===== config.mk =====
export PLATFORM = sky130hd
export DESIGN_NAME = trocm_core
export DESIGN_NICKNAME = d
export VERILOG_FILES = /design/src/hw/trocm_pkg.sv /design/src/hw/trocm_evt_if.sv /design/src/hw/trocm_ref_edge.sv /design/src/hw/trocm_pause.sv /design/src/hw/trocm_core.sv
export SDC_FILE = /design/constraint.sdc
export NUM_CORES = 1
export LEC_CHECK = 0
export BUFFER_PORTS_ARGS = -buffer_cell sky130_fd_sc_hd__buf_2
export CAP_MARGIN = 20
export CELL_PAD_IN_SITES_DETAIL_PLACEMENT = 0
export CELL_PAD_IN_SITES_GLOBAL_PLACEMENT = 2
export CORE_UTILIZATION = 37
export DETAILED_ROUTE_END_ITERATION = 10
export GPL_TIMING_DRIVEN = 0
export PLACE_DENSITY_LB_ADDON = 0.1
export SLEW_MARGIN = 20
export SYNTH_ARGS = -nofsm -noshare
export SYNTH_HDL_FRONTEND = slang
export SYNTH_SLANG_ARGS = --single-unit
export TNS_END_PERCENT = 10

===== constraint.sdc =====
create_clock -name SYS_CLK -period 6.2 [get_ports SYS_CLK]
set_clock_uncertainty 0.2 [all_clocks]
set_input_delay 1.24 -clock SYS_CLK [delete_from_list [all_inputs] [get_ports SYS_CLK]]
set_output_delay 1.24 -clock SYS_CLK [all_outputs]
set_load 0.01 [all_outputs]

===== src/hw/trocm_pkg.sv =====
// Package for the tunable RC oscillator control and measurement block.
// Assumes byte-wide registers on a 16-bit address bus and a single system clock.
package trocm_pkg;

    // Register addresses.
    localparam logic [15:0] OSC_CTRL_ADDR = 16'hfeb4;
    localparam logic [15:0] CNT_LO_ADDR   = 16'hfeb5;
    localparam logic [15:0] CNT_MID_ADDR  = 16'hfeb6;
    localparam logic [15:0] CNT_HI_ADDR   = 16'hfeb7;

    // Oscillator control register fields.
    localparam int SEL_BIT    = 7;
    localparam int RUN_BIT    = 6;
    localparam int COARSE_LSB = 3;
    localparam int FINE_LSB   = 0;
    localparam int TRIM_W     = 3;

    // Measurement control and high count register fields.
    localparam int EN_BIT    = 7;
    localparam int DONE_BIT  = 6;
    localparam int RANGE_BIT = 5;
    localparam int TEST_BIT  = 4;
    localparam int OVF_BIT   = 3;

    // Counter width; the top bit is the sticky overflow flag.
    localparam int CNT_W = 20;

    // Reset values.
    localparam logic [7:0] OSC_CTRL_RST = 8'h00;
    localparam logic [7:0] CNT_HI_RST   = 8'h00;

    // Trim codes that give the nominal center frequency.
    localparam logic [2:0] CENTER_COARSE = 3'h4;
    localparam logic [2:0] CENTER_FINE   = 3'h0;

    // Center range select codes: about 10 MHz or about 4 MHz.
    localparam logic RANGE_10MHZ = 1'b0;
    localparam logic RANGE_4MHZ  = 1'b1;

    // System clock pause length in clock periods, chosen inside 2 to 4.
    localparam logic [1:0] PAUSE_CYC = 2'h3;

    // Measurement sequencer states.
    typedef enum logic [1:0] {
        MS_IDLE  = 2'b00,
        MS_ARM   = 2'b01,
        MS_COUNT = 2'b10,
        MS_DONE  = 2'b11
    } trocm_meas_state_t;

endpackage


===== src/hw/trocm_evt_if.sv =====
// Interface between the core and its edge detector and pause timer.
// Assumes all three run on the same system clock.
`timescale 1ns/1ps
interface trocm_evt_if;
    logic ref_rise;
    logic pause_trig;
    logic pause_act;

    modport edge_det (output ref_rise);
    modport pause    (input pause_trig, output pause_act);
    modport core     (input ref_rise, input pause_act, output pause_trig);
endinterface


===== src/hw/trocm_ref_edge.sv =====
// Synchroniser and rising-edge detector for the reference input pin.
// Assumes the pin may be asynchronous; the edge pulse is one clock long.
`timescale 1ns/1ps
module trocm_ref_edge (
    // Clock and reset.
    input wire logic      clk,
    input wire logic      rst,
    // Reference pin and edge output.
    input wire logic      ref_in,
    trocm_evt_if.edge_det evt
);

    typedef struct packed {
        logic s1;
        logic s2;
        logic s3;
    } trocm_edge_state_t;

    trocm_edge_state_t cur_ff;
    trocm_edge_state_t nxt_ff;

    // The first stage feeds only the second; the edge is taken from later stages.
    always_comb begin
        nxt_ff    = cur_ff;
        nxt_ff.s1 = ref_in;
        nxt_ff.s2 = cur_ff.s1;
        nxt_ff.s3 = cur_ff.s2;
    end

    always_ff @(posedge clk or posedge rst) begin
        if (rst) begin
            cur_ff <= '0;
        end else begin
            cur_ff <= nxt_ff;
        end
    end

    assign evt.ref_rise = cur_ff.s2 & ~cur_ff.s3; // RULE_22
endmodule


===== src/hw/trocm_pause.sv =====
// Pause timer that holds the system clock gate for a fixed number of periods.
// Assumes the trigger is a one-cycle pulse; a retrigger restarts the count.
`timescale 1ns/1ps
module trocm_pause (
    // Clock and reset.
    input wire logic   clk,
    input wire logic   rst,
    // Trigger in, pause level out.
    trocm_evt_if.pause evt
);

    typedef struct packed {
        logic [1:0] cnt;
    } trocm_pause_state_t;

    trocm_pause_state_t cur_ff;
    trocm_pause_state_t nxt_ff;

    // Load on a trigger and count down to zero.
    always_comb begin
        nxt_ff = cur_ff;
        if (evt.pause_trig) begin
            nxt_ff.cnt = trocm_pkg::PAUSE_CYC; // RULE_17
        end else if (cur_ff.cnt != 2'h0) begin
            nxt_ff.cnt = cur_ff.cnt - 2'h1;
        end
    end

    always_ff @(posedge clk or posedge rst) begin
        if (rst) begin
            cur_ff <= '0;
        end else begin
            cur_ff <= nxt_ff;
        end
    end

    assign evt.pause_act = (cur_ff.cnt != 2'h0);
endmodule


===== src/hw/trocm_core.sv =====
// Register file, measurement sequencer and clock controls for the tunable RC
// oscillator. Assumes OSC_TICK pulses once per oscillator period, already in
// the system clock domain, and that hold-mode entry arrives as a one-cycle pulse.
`timescale 1ns/1ps

// Overview of operation
// [RULE_01] A 20-bit oscillator clock counter with a 4-bit control field.
// [RULE_02] With enable set and oscillator running, count clocks over one reference period.
// [RULE_03] Count bits 7..0 low, 15..8 middle, 18..16 in high bits 2..0.
// [RULE_04] Counter bit 19 is a sticky overflow flag at high bit 3.
// [RULE_05] Low and middle read-only; high bits 6 and 3..0 ignore writes.
// [RULE_06] Writing enable 0 stops measurement and clears count, overflow and done; here overflow or done set by hardware in the same cycle stays set.
// [RULE_07] Done flag sets when measurement ends and stays until enable is cleared.
// [RULE_08] After done, no new measurement until enable is cleared and set again.
// [RULE_09] Software reads results only after done, then clears the enable.
// [RULE_10] Range select 0 gives about 10 MHz center, 1 about 4 MHz.
// [RULE_11] Software leaves the range select alone while the oscillator clocks the system.
// [RULE_12] Software always writes 0 to the reserved test bit.
// [RULE_13] Main select 1 picks the tunable oscillator, 0 the ceramic one.
// [RULE_14] Run bit starts or stops the oscillator; full hold clears it.
// [RULE_15] Control holds 3-bit coarse trim in bits 5..3, fine in 2..0.
// [RULE_16] Coarse 4 with fine 0 is the nominal center frequency.
// [RULE_17] System clock pauses when the oscillator becomes or is rewritten as source.
// [RULE_18] Software waits 10 us after start before selecting the oscillator.
// [RULE_19] Software moves the system clock off this oscillator before crystal hold.
// [RULE_20] Software uses measurement to keep trims within the allowed frequency.
// [RULE_21] Oscillator stopped at reset and full hold, kept through halt and crystal hold.
// [RULE_22] Reference input is synchronised; counting runs edge to next rising edge.
// [RULE_23] Overflow stays set until enable clears; the count is then unreliable.
module trocm_core (
    // Clock and reset.
    input  wire logic        SYS_CLK,
    input  wire logic        SYS_RST,
    // Register port.
    input  wire logic [15:0] ADDR,
    input  wire logic [7:0]  WDATA,
    input  wire logic        WR,
    input  wire logic        RD,
    output wire logic [7:0]  RDATA,
    // Oscillator and reference events.
    input  wire logic        OSC_TICK,
    input  wire logic        REF_IN,
    // System clock and power state.
    input  wire logic        SYS_CLK_IS_MAIN,
    input  wire logic        FULL_HOLD_ENTRY,
    // Oscillator controls.
    output wire logic        OSC_RUN,
    output wire logic        MAIN_CLK_SRC_SEL,
    output wire logic [2:0]  COARSE_TRIM,
    output wire logic [2:0]  FINE_TRIM,
    output wire logic        CENTER_RANGE_SEL,
    output wire logic        TRIM_AT_CENTER,
    output wire logic        SYS_CLK_PAUSE
);

    localparam int CW = trocm_pkg::CNT_W - 1;

    typedef struct packed {
        logic                         sel;
        logic                         run;
        logic [2:0]                   coarse;
        logic [2:0]                   fine;
        logic                         en;
        logic                         done;
        logic                         range_sel;
        logic                         test;
        logic                         ovf;
        logic [CW-1:0]                cnt;
        trocm_pkg::trocm_meas_state_t st;
        logic                         serv_q;
        logic                         at_ctr;
        logic [7:0]                   rdata;
    } trocm_core_state_t;

    trocm_core_state_t cur_ff;
    trocm_core_state_t nxt_ff;

    trocm_evt_if evt ();

    logic          wr_ctrl;
    logic          wr_hi;
    logic          clr;
    logic          serving;
    logic [CW:0]   inc;
    logic          done_set;
    logic          ovf_set;

    // Reference pin synchroniser and edge detector.
    trocm_ref_edge u_edge (
        .clk    (SYS_CLK),
        .rst    (SYS_RST),
        .ref_in (REF_IN),
        .evt    (evt.edge_det)
    );

    // Pause timer for the system clock gate.
    trocm_pause u_pause (
        .clk (SYS_CLK),
        .rst (SYS_RST),
        .evt (evt.pause)
    );

    // Address decode; every access is single-cycle so the master never waits.
    assign wr_ctrl = WR && (ADDR == trocm_pkg::OSC_CTRL_ADDR);
    assign wr_hi   = WR && (ADDR == trocm_pkg::CNT_HI_ADDR);
    assign clr     = wr_hi && !WDATA[trocm_pkg::EN_BIT];

    // The oscillator clocks the system only when both selects are set.
    assign serving = cur_ff.sel && SYS_CLK_IS_MAIN; // RULE_13

    // Becoming the source, or a control write while it is, stalls the clock.
    assign evt.pause_trig = serving && (wr_ctrl || !cur_ff.serv_q); // RULE_17

    assign inc = {1'b0, cur_ff.cnt} + {{CW{1'b0}}, 1'b1};

    // Hardware set events for the two flags; each wins over a same-cycle clear.
    assign done_set = (cur_ff.st == trocm_pkg::MS_COUNT) && evt.ref_rise; // RULE_07
    assign ovf_set  = (cur_ff.st == trocm_pkg::MS_COUNT) && OSC_TICK && inc[CW]; // RULE_04

    // Next-state logic for registers, sequencer and read data.
    always_comb begin
        nxt_ff        = cur_ff;
        nxt_ff.serv_q = serving;
        // Oscillator control register; all eight bits are writable.
        if (wr_ctrl) begin
            nxt_ff.sel    = WDATA[trocm_pkg::SEL_BIT]; // RULE_13
            nxt_ff.run    = WDATA[trocm_pkg::RUN_BIT]; // RULE_14
            nxt_ff.coarse = WDATA[trocm_pkg::COARSE_LSB +: trocm_pkg::TRIM_W]; // RULE_15
            nxt_ff.fine   = WDATA[trocm_pkg::FINE_LSB +: trocm_pkg::TRIM_W]; // RULE_15
        end
        // Full hold stops the oscillator and wins over a same-cycle write.
        if (FULL_HOLD_ENTRY) begin
            nxt_ff.run = 1'b0; // RULE_21
        end
        // Only enable, range and test bits take writes in the high register.
        if (wr_hi) begin
            nxt_ff.en        = WDATA[trocm_pkg::EN_BIT]; // RULE_05
            nxt_ff.range_sel = WDATA[trocm_pkg::RANGE_BIT]; // RULE_10
            nxt_ff.test      = WDATA[trocm_pkg::TEST_BIT];
        end
        // Measurement sequencer.
        case (cur_ff.st)
            trocm_pkg::MS_IDLE: begin
                if (cur_ff.en && cur_ff.run) begin
                    nxt_ff.st = trocm_pkg::MS_ARM; // RULE_02
                end
            end
            trocm_pkg::MS_ARM: begin
                if (evt.ref_rise) begin
                    nxt_ff.st = trocm_pkg::MS_COUNT; // RULE_22
                end
            end
            trocm_pkg::MS_COUNT: begin
                if (OSC_TICK) begin
                    nxt_ff.cnt = inc[CW-1:0]; // RULE_01
                    if (inc[CW]) begin
                        nxt_ff.ovf = 1'b1; // RULE_04
                    end
                end
                if (evt.ref_rise) begin
                    nxt_ff.st   = trocm_pkg::MS_DONE; // RULE_02
                    nxt_ff.done = 1'b1; // RULE_07
                end
            end
            trocm_pkg::MS_DONE: begin
                nxt_ff.st = trocm_pkg::MS_DONE; // RULE_08
            end
            default: begin
                nxt_ff.st = trocm_pkg::MS_IDLE;
            end
        endcase
        // Clearing the enable aborts and wipes results, but a flag set by hardware in
        // the same cycle survives so that software still learns that the period ended.
        if (clr) begin
            nxt_ff.st   = trocm_pkg::MS_IDLE; // RULE_06
            nxt_ff.cnt  = '0;
            nxt_ff.ovf  = ovf_set; // RULE_23
            nxt_ff.done = done_set;
        end
        nxt_ff.at_ctr = (nxt_ff.coarse == trocm_pkg::CENTER_COARSE) &&
                        (nxt_ff.fine == trocm_pkg::CENTER_FINE); // RULE_16
        // Read data stand for exactly one cycle after the strobe.
        nxt_ff.rdata = 8'h00;
        if (RD) begin
            case (ADDR)
                trocm_pkg::OSC_CTRL_ADDR: begin
                    nxt_ff.rdata = {cur_ff.sel, cur_ff.run, cur_ff.coarse, cur_ff.fine};
                end
                trocm_pkg::CNT_LO_ADDR: begin
                    nxt_ff.rdata = cur_ff.cnt[7:0]; // RULE_03
                end
                trocm_pkg::CNT_MID_ADDR: begin
                    nxt_ff.rdata = cur_ff.cnt[15:8]; // RULE_03
                end
                trocm_pkg::CNT_HI_ADDR: begin
                    nxt_ff.rdata = {cur_ff.en, cur_ff.done, cur_ff.range_sel, cur_ff.test,
                                    cur_ff.ovf, cur_ff.cnt[CW-1:16]}; // RULE_03
                end
                default: begin
                    nxt_ff.rdata = 8'h00;
                end
            endcase
        end
    end

    // All state resets to zero; the oscillator is therefore stopped at reset.
    always_ff @(posedge SYS_CLK or posedge SYS_RST) begin
        if (SYS_RST) begin
            cur_ff           <= '0; // RULE_21
            cur_ff.sel       <= trocm_pkg::OSC_CTRL_RST[trocm_pkg::SEL_BIT];
            cur_ff.range_sel <= trocm_pkg::CNT_HI_RST[trocm_pkg::RANGE_BIT];
            cur_ff.st        <= trocm_pkg::MS_IDLE;
        end else begin
            cur_ff <= nxt_ff;
        end
    end

    // Outputs straight from flip-flops, apart from the pause gate.
    assign RDATA            = cur_ff.rdata;
    assign OSC_RUN          = cur_ff.run;
    assign MAIN_CLK_SRC_SEL = cur_ff.sel;
    assign COARSE_TRIM      = cur_ff.coarse;
    assign FINE_TRIM        = cur_ff.fine;
    assign CENTER_RANGE_SEL = cur_ff.range_sel;
    assign TRIM_AT_CENTER   = cur_ff.at_ctr;
    assign SYS_CLK_PAUSE    = evt.pause_act;
endmodule


# Word level (Yosys, flattened, before mapping)
# Index checks and enable logic that the tools add are counted.
[totals]
register_bits = 49
input_bits = 32
output_inout_bits = 19
elab_cells = 76
[classes]
addsub = 2
n_eq_ne = 11
muxes = 17
bitwise = 2
n_reduce_logical = 26
[ops]
columns = ["op", "n"]
rows = [
  ["16-bit == test (second input constant)", 4],
  ["20-bit 2-to-1 mux", 2],
  ["8-bit one-hot mux with 4 select lines", 1],
  ["22-bit 2-to-1 mux", 1],
  ["19-bit by 1-bit adder with 20-bit output (second input constant)", 1],
  ["2-bit nonzero test", 7],
  ["1-bit logical AND", 10],
  ["2-bit 2-to-1 mux", 5],
  ["3-bit != test (second input constant)", 3],
  ["8-bit 2-to-1 mux", 1],
  ["2-bit one-hot mux with 4 select lines", 1],
  ["7-bit 2-to-1 mux", 1],
  ["3-bit AND reduction", 2],
  ["1-bit 2-to-1 mux", 5],
  ["2-bit == test (second input constant)", 2],
  ["2-bit AND reduction", 2],
  ["3-bit == test (second input constant)", 1],
  ["3-bit zero test", 1],
  ["2-bit by 1-bit == test with 1-bit output (second input constant)", 1],
  ["1-bit zero test", 2],
  ["2-bit zero test", 1],
  ["2-bit by 1-bit subtractor with 2-bit output (second input constant)", 1],
  ["1-bit bitwise AND", 1],
  ["1-bit logical OR", 1],
  ["1-bit inverter", 1],
]

# Logic depth before layout (Yosys ltp)
# Gate-level depths: netlist of run 1.
[logic_depth]
depth_word = 5
depth_mapped = 6

# Cells and area by module
# A second synthesis of run 1 with hierarchy kept.
[unflattened]
cells_unflattened = 225
hier_area_um2 = 2527.4
[modules_own_cells]
columns = ["mod", "n_inst", "cells_per_inst", "area_per_inst_um2"]
rows = [
  ["trocm_core", 1, 208, 2321.0],
  ["trocm_pause", 1, 12, 113.9],
  ["trocm_ref_edge", 1, 5, 92.6],
]

# Worst setup path after synthesis of run 1
# OpenSTA, ideal clock, no wires.
[synth_path]
kind = "input -> register"
from = "in ADDR[3]"
to = "reg cur_ff[11] (netlist name)"
setup_ps = 121
arrival_ps = 2553
required_time_ps = 5879
setup_slack_ps = 3326
stages = 5
path_buffers = 1
cell_sequence = "nand4b_1 or4_1 nor3_1 buf_2 nor2_1"
[synth_via]
elab_chain_cells = 5
word_cells_on_any_way = 8
cone_classes = "eq/ne (4); mux (1); reduce/logical (3)"
[synth_lines]
columns = ["element", "line_no", "source"]
rows = [
  ["from (decl)", "trocm_core.sv:35", "input wire logic [15:0] ADDR,"],
  ["16-bit == test (*)", "trocm_core.sv:105", "assign wr_hi = WR && (ADDR == trocm_pkg::CNT_HI_ADDR);"],
  ["1-bit logical AND (*)", "trocm_core.sv:105", ""],
  ["1-bit logical AND (*)", "trocm_core.sv:106", "assign clr = wr_hi && !WDATA[trocm_pkg::EN_BIT];"],
  ["3-bit != test (no line)", "n/a", ""],
  ["3-bit AND reduction (no line)", "n/a", ""],
  ["to (signal assigned)", "trocm_core.sv:214", "cur_ff <= nxt_ff;"],
  ["to (decl)", "trocm_core.sv:75", "trocm_core_state_t cur_ff;"],
]
# Every way passes the cells marked *; elsewhere a longest branch is shown, timed or not.
# A chain may end at the register's enable or synchronous reset.

# Final worst setup path of run 1
[layout_path]
from = "in ADDR[3]"
to = "reg cur_ff[30] (netlist name)"
[layout_via]
elab_chain_cells = 5
word_cells_on_any_way = 7
cone_classes = "eq/ne (1); mux (1); reduce/logical (5)"
[layout_lines]
columns = ["element", "line_no"]
rows = [
  ["16-bit == test (*)", "trocm_core.sv:105"],
  ["1-bit logical AND (*)", "trocm_core.sv:105"],
  ["1-bit logical AND (*)", "trocm_core.sv:106"],
  ["2-bit nonzero test (no line)", "n/a"],
  ["2-bit AND reduction (no line)", "n/a"],
]
# Marked as above.

==> out/qor.log, run 1 <==
qor: floorplan.core_area 0.00642 sq mm
qor: placed_design.numPlacedInstances 353
qor: logic_synthesis.synth_ff_type dfrtp_1
qor: power.p_total 598 uW
qor: final_layout.final_core_utilization 45.8%
qor: floorplan.die_height 83.9 microns
qor: grt.number_of_global_route_vias_before_repair 1824
qor: grt.grt_pass1_wl 9.17 mm
qor: detailed_routing.firstDrtPassIters 7
qor: timing.max_freq 0.312 GHz
qor: final_layout.register_area 0.00123 sq mm
qor: timing.final_setup_slack_of_the_worst_path 2990 ps
qor: setup_path.start_kind input pin
qor: logic_synthesis.async_reset_ff_share 100%
qor: logic_synthesis.yosys_warnings 0
qor: logic_synthesis.netlist_area 0.00248 sq mm
qor: setup_path.critPathRequiredTime 6190 ps
qor: placed_design.detailedPlace.worstSlack 2690 ps
qor: clock_tree.cts_hold_buf 0
qor: logic_synthesis.synth_area_per_cell 11.0 sq um
qor: clock_tree.post-cts-setup-buffer-count 0
qor: floorplan.floorplan.die.width 83.9 microns
qor: timing.worstMarginPinSlew 790 ps
qor: setup_path.timing.setup.critical_path_class in2reg
qor: setup_path.cp_common_cell buf_2
qor: grt.globalRouteOverflowTotal 0
qor: grt.grt_max_degree 32
qor: detailed_routing.antenna_violating_nets_post_route 0
qor: logic_synthesis.synth_cells 225
qor: final_layout.filler_cell_count 642
qor: clock_tree.clk_pin_slew_worst_paths 90 ps
qor: timing.setup-tns-final 0 ps
qor: power.worst_ir_drop_vdd 0.0889 mV
qor: setup_path.cp_data_arrival_time 3190 ps
qor: clock_tree.cts_sinks 49
qor: logic_synthesis.synth.yosys.seq_area_share 49.4%
qor: power.power_switching_share 24.5%
qor: detailed_routing.dr_total_vias 1823
qor: setup_path.path_cells buf_2 -> nand4b_1 -> or4_1 -> nor3_1 -> buf_2 -> a21oi_1
qor: detailed_routing.routedWlPerCell 15.2 microns
qor: logic_synthesis.synth.ff_latch_count 49
qor: placed_design.gp_congestion 0.772
qor: placed_design.dp_hpwl 4.20 mm
qor: power.power.clock.fraction 33.0%
qor: final_layout.drive_above_1_share 34.2%
qor: timing.unrepaired_setup_endpoints_after_global_routing no
qor: clock_tree.clock-root-buffer clkbuf_8
qor: clock_tree.clk_latency 300 ps
qor: detailed_routing.route.detailed.vias_per_inst 5.05
qor: setup_path.worst_path_max_delay_cell nor3_1
qor: detailed_routing.drt_wl_total 5.49 mm
qor: power.static-leakage-power 1.41 nW
qor: clock_tree.clk_path_buf_depth 2
qor: logic_synthesis.synth_cell_types 37
qor: floorplan.io_pins 51
qor: power.share_comb_of_total_power 11.5%
qor: grt.met2_usage 26.8%
qor: timing.final_min_period_over_clock_period 51.7%
qor: logic_synthesis.netlist_top_cells_area dfrtp_1 (49%), mux4_2 (7.3%), buf_4 (4.2%)
qor: timing.period_needed 3210 ps
qor: power.power_switching 146 uW
qor: detailed_routing.drt_iter0_markers 74
qor: logic_synthesis.area_share_of_the_largest_cell_type_after_synthesis 49.4%
qor: logic_synthesis.synth_most_common_cell dfrtp_1
qor: setup_path.cpLargestDelayFamily simple AND/OR/NAND/NOR gates
qor: status.status finished, violations left
qor: final_layout.final_instance_count_excl_fillers 361
qor: grt.layer_with_the_highest_usage met2
qor: setup_path.endpoint_kind flop
qor: setup_path.critical_path_peak_fanout 10
qor: grt.antenna_violations_before_repair 0
qor: final_layout.antenna_cells_inserted 0
qor: placed_design.placedInstanceArea 0.00285 sq mm
qor: final_layout.fin_area 0.00294 sq mm
qor: run.timing.max_cap.violations 0
qor: final_layout.finalNetCount 317
qor: setup_path.cpPeakStageDelay 630 ps
qor: clock_tree.cts-htree-levels 2
qor: setup_path.cp.buffers_inverters 2
qor: status.failed_checks design-rule violations
qor: grt.total_track_usage 16.8%
qor: timing.holdWs 159 ps
qor: logic_synthesis.netlist_top_cells_count dfrtp_1 (49), nor2_1 (16), buf_4 (14)
qor: logic_synthesis.synth.largest_area_cell dfrtp_1
qor: timing.report.final.slew_viol_count 0
qor: clock_tree.cts_tree built
qor: clock_tree.cts_buffers 5
qor: logic_synthesis.synth_enable_flop_cells 0
qor: worst_hold_path.tightest_hold_check_type reg2reg
qor: power.pwr_cell_area 203 mW/mm^2
qor: clock_tree.cts_resized 0
qor: timing.final-setup-viol-count 0
qor: detailed_routing.total_drc_errors_in_the_routed_layout 8
qor: grt.globalRouteMet3Util 3.76%
qor: timing.hold_viol 0
qor: placed_design.placement.io_buffers 50
qor: grt.globalRouteMet1Util 23.1%
qor: final_layout.area_added_between_synthesis_and_finish 18.7%
qor: power.internal_power 451 uW
qor: power.seqPwrFrac 55.5%
qor: final_layout.multi_input_area 0.00108 sq mm
qor: floorplan.start_util 38.6%
qor: floorplan.num_rows 29
qor: timing.max-slew-margin-rel 47.0%
qor: floorplan.die-area 0.00703 sq mm
qor: logic_synthesis.syn-num-nets 259
[power by group through the flow]
stage          logic (mW)  clock network, mW  registers (mW)
3_5_place_dp       0.0710                  0           0.338
3_3_place_gp       0.0677                  0           0.338
6_report           0.0690              0.197           0.332
2_1_floorplan      0.0456                  0           0.338
5_1_grt            0.0832              0.216           0.333
4_1_cts            0.0714              0.206           0.332
[sequential cells by signal, summed over array words and instances (netlist names), 2 cells and up]
signal and count:
COARSE_TRIM 3, FINE_TRIM 3, RDATA 8, cur_ff 26
u_edge.cur_ff 3, u_pause.cur_ff 2
[logic make-up (layout without fill, tap and decap cells)]
logic type | Yosys count | in the layout | synth area share [%]
adder cells (fa/ha/maj) | 2 | 2 | 1.01
buffers and inverters | 32 | 91 | 7.16
multiplexers | 21 | 21 | 13.0
AO/OA/AOI/OAI | 29 | 29 | 6.51
flip-flops | 49 | 49 | 49.4
AND/OR/NAND/NOR | 83 | 83 | 19.7
XOR/XNOR | 9 | 9 | 3.18
[worst reg2reg max path: stages, from the launching register on]
cell and delay (ps):
dfrtp_1 440, ha_1 180, and4b_4 270, or4b_1 470, buf_2 200, or3_1 350, a21oi_1 140
[path summary, 6_finish.rpt]
check                                 startpoint          endpoint  slack, ps  depth (start not counted)
worst min register to register  u_edge.cur_ff[2]  u_edge.cur_ff[1]        160                          0
max in group asynchronous                SYS_RST           OSC_RUN       4550                          3
worst min-delay path            u_edge.cur_ff[2]  u_edge.cur_ff[1]        160                          0
worst max register to register        cur_ff[13]        cur_ff[26]       3890                          6
min in group asynchronous                SYS_RST        cur_ff[29]        730                          2
worst max-delay path                     ADDR[3]        cur_ff[30]       2990                          6
[cell usage in the layout (no fill, tap or decap), types with 3 or more instances in the layout]
cell type,n
mux2_2,8
xor2_1,3
a21oi_1,13
dfrtp_1,49
mux4_2,8
or3_1,8
nor3_1,3
buf_2,54
nor4_1,5
nand3_1,10
nor2b_1,9
nor2_1,16
mux2i_1,3
o21ai_0,10
clkbuf_8,6
xnor2_1,6
o31ai_1,3
or4_1,5
nand2_1,9
buf_4,14
nand4_1,5
inv_1,10
[cell type report]
cell class                 instances  area share (%)
tap                               77            3.27
sequential                        49            41.7
timing repair buffer              51            9.18
buffer                            21            4.63
multi-input combinational        144            36.6
clock inverter                     2           0.468
inverter                          11            1.40
clock buffer                       6            2.81
[routing by layer]
metal / wire (microns) / part of all wire [%]
met3: 163 / 3.0
met2: 2640 / 48
met1: 2630 / 48
met5: 0 / 0
met4: 55 / 1.0
No activity file was read; power rests on OpenSTA's default activity.
==> run 2, diff against run 1 <==
--- a/config.mk
+++ b/config.mk
@@ -9,7 +9,7 @@
 export CAP_MARGIN = 20
 export CELL_PAD_IN_SITES_DETAIL_PLACEMENT = 0
 export CELL_PAD_IN_SITES_GLOBAL_PLACEMENT = 2
-export CORE_UTILIZATION = 37
+export CORE_UTILIZATION = 35
 export DETAILED_ROUTE_END_ITERATION = 10
 export GPL_TIMING_DRIVEN = 0
 export PLACE_DENSITY_LB_ADDON = 0.1
==> constraint.sdc (replaced) <==
create_clock -name SYS_CLK -period 3.2 [get_ports SYS_CLK]
set_clock_uncertainty 0.2 [all_clocks]
set_input_delay 0.64 -clock SYS_CLK [delete_from_list [all_inputs] [get_ports SYS_CLK]]
set_output_delay 0.64 -clock SYS_CLK [all_outputs]
set_load 0.01 [all_outputs]
==> out/qor.log, run 2 (synthesized netlist as in run 1, its figures left out) <==
qor: detailed_routing.routedWlPerCell 14.8 microns [-2.8%]
qor: timing.hold_viol 0 [unchanged]
qor: clock_tree.clk_pin_slew_worst_paths 100 ps [about the same]
qor: grt.number_of_global_route_vias_before_repair 1848 [+1.3%]
qor: floorplan.die-area 0.00743 sq mm [+5.6%]
qor: final_layout.filler_cell_count 700 [+9.0%]
qor: setup_path.worstReg2RegStart cur_ff[13]
qor: clock_tree.cts_hold_buf 0 [unchanged]
qor: timing.period_needed 2590 ps
qor: floorplan.die_height 86.2 microns [+2.7%]
qor: setup_path.timing.setup.critical_path_class in2reg
qor: setup_path.cpLargestDelayFamily simple AND/OR/NAND/NOR gates
qor: setup_path.start_kind input pin
qor: floorplan.core_area 0.00683 sq mm [+6.4%]
qor: grt.antenna_violations_before_repair 0 [unchanged]
qor: setup_path.register_to_register_setup_slack 870 ps [-3020 ps]
qor: power.power.clock.fraction 32.2% [-0.8 points]
qor: power.p_total 1.15 mW [+92%]
qor: setup_path.cpPeakStageDelay 640 ps [about the same]
qor: power.static-leakage-power 1.40 nW [-0.97%]
qor: detailed_routing.firstDrtPassIters 4 [-3]
qor: setup_path.path_cells buf_2 -> nand4b_1 -> or4_1 -> nor3_1 -> buf_2 -> nor2_1
qor: placed_design.gp_congestion 0.768 [-0.49%]
qor: timing.max-slew-margin-rel 45.8% [-1.2 points]
qor: final_layout.register_area 0.00123 sq mm [unchanged]
qor: detailed_routing.dr_total_vias 1838 [+0.82%]
qor: floorplan.io_pins 51 [unchanged]
qor: clock_tree.cts_sinks 49 [unchanged]
qor: setup_path.cp.buffers_inverters 2 [unchanged]
qor: setup_path.worst_setup_path_startpoint ADDR[3]
qor: floorplan.floorplan.die.width 86.2 microns [+2.7%]
qor: detailed_routing.drt_wl_total 5.62 mm [+2.3%]
qor: floorplan.start_util 36.3% [-2.3 points]
qor: power.seqPwrFrac 56.0% [+0.5 points]
qor: clock_tree.cts-htree-levels 2 [unchanged]
qor: status.status completed
qor: detailed_routing.antenna_violating_nets_post_route 0 [unchanged]
qor: clock_tree.cts_buffers 5 [unchanged]
qor: worst_hold_path.tightest_hold_check_type in2async
qor: grt.total_track_usage 16.9% [+0.087 points]
qor: clock_tree.post-cts-setup-buffer-count 0 [unchanged]
qor: final_layout.layout_common_cells buf_2 (54), dfrtp_1 (49), nor2_1 (16)
qor: final_layout.final_core_utilization 43.3% [-2.5 points]
qor: setup_path.cp_data_arrival_time 2580 ps [-610 ps]
qor: grt.globalRouteOverflowTotal 0 [unchanged]
qor: final_layout.area_added_between_synthesis_and_finish 19.3%
qor: power.power_switching_share 25.5% [+1.0 points]
qor: power.worst_ir_drop_vdd 0.190 mV [+110%]
qor: power.internal_power 854 uW [+89%]
qor: timing.worstMarginPinSlew 807 ps [+17.5 ps]
qor: grt.grt_max_degree 33 [+3.1%]
qor: final_layout.finalNetCount 317 [unchanged]
qor: power.power_switching 293 uW [+100%]
qor: timing.final-setup-viol-count 0 [unchanged]
qor: setup_path.critical_path_peak_fanout 10 [unchanged]
qor: detailed_routing.total_drc_errors_in_the_routed_layout 0 [-8]
qor: detailed_routing.route.detailed.vias_per_inst 4.84 [-4.2%]
qor: timing.report.final.slew_viol_count 0 [unchanged]
qor: timing.max_freq 0.386 GHz
qor: detailed_routing.drt_iter0_markers 40 [-46%]
qor: run.timing.max_cap.violations 0 [unchanged]
qor: timing.final_min_period_over_clock_period 81.0%
qor: setup_path.worst_path_max_delay_cell nor3_1
qor: grt.grt_pass1_wl 9.57 mm [+4.4%]
qor: clock_tree.cts_tree built
qor: power.pwr_cell_area 388 mW/mm^2 [+91%]
qor: timing.setup-tns-final 0 ps [unchanged]
qor: setup_path.cp_common_cell buf_2
qor: setup_path.endpoint_kind flop
qor: placed_design.dp_hpwl 4.27 mm [+1.6%]
qor: final_layout.antenna_cells_inserted 0 [unchanged]
qor: power.share_comb_of_total_power 11.8% [+0.3 points]
qor: final_layout.top_register cur_ff
qor: timing.unrepaired_setup_endpoints_after_global_routing no
qor: final_layout.commonest_non_fill_non_tap_cell_in_the_layout buf_2
qor: final_layout.multi_input_area 0.00108 sq mm [unchanged]
qor: final_layout.number_of_flip_flops_under_the_largest_register_name 26 [unchanged]
qor: final_layout.drive_above_1_share 33.8% [-0.35 points]
qor: placed_design.placement.io_buffers 50 [unchanged]
qor: setup_path.critPathRequiredTime 3190 ps [-3000 ps]
qor: clock_tree.clk_latency 300 ps [about the same]
qor: clock_tree.clock-root-buffer clkbuf_8
qor: floorplan.num_rows 30 [+3.4%]
qor: clock_tree.clk_path_buf_depth 2 [unchanged]
qor: clock_tree.cts_resized 0 [unchanged]
run 2: cell types whose count changed in the layout (fill, tap and decap cells not counted), sizes merged:
cell,before,now
clkinv,2,0
clkinvlp,0,2
run 2: metrics by stage:
stage	hold WS, ps	setup slack [ps]	instances	cell area, sq um
after floorplan	131	926	225	2480
after global placement	139	225	371	2850
after global routing	117	364	380	2960
after detailed placement	139	262	372	2870
final	98.6	607	380	2960
after CTS	105	578	380	2960
run 2: power groups by stage:
stage	sequential, mW	clock (mW)	combinational (mW)
finish	0.643	0.369	0.135
global placement	0.655	0	0.132
detailed placement	0.655	0	0.138
floorplan	0.654	0	0.0884
CTS	0.643	0.390	0.139
global route	0.646	0.408	0.163
run 2: final timing paths:
path                                endpoint  cells after the start
max                               cur_ff[17]                      6
min                        u_pause.cur_ff[1]                      2
max reg2reg                       cur_ff[28]                      6
min reg2reg                 u_edge.cur_ff[1]                      0
max in group asynchronous            OSC_RUN                      3
min in group SYS_CLK        u_edge.cur_ff[1]                      0
run 2: metal layers:
layer	vias to the layer above	global-route usage (%)	part of all wire (%)
met4	0	4.09	1.1
met3	6	3.14	2.8
li1	913	-	-
met2	26	28.1	48
met5	-	0	0
met1	893	23.0	49
run 2: cell type report:
| cell class | count | share of cell area [%] |
|---|---|---|
| sequential | 49 | 41.5 |
| multi-input combinational | 144 | 36.4 |
| timing repair buffer | 51 | 9.14 |
| buffer | 21 | 4.61 |
| tap | 96 | 4.06 |
| clock buffer | 6 | 2.45 |
| inverter | 11 | 1.40 |
| clock inverter | 2 | 0.508 |
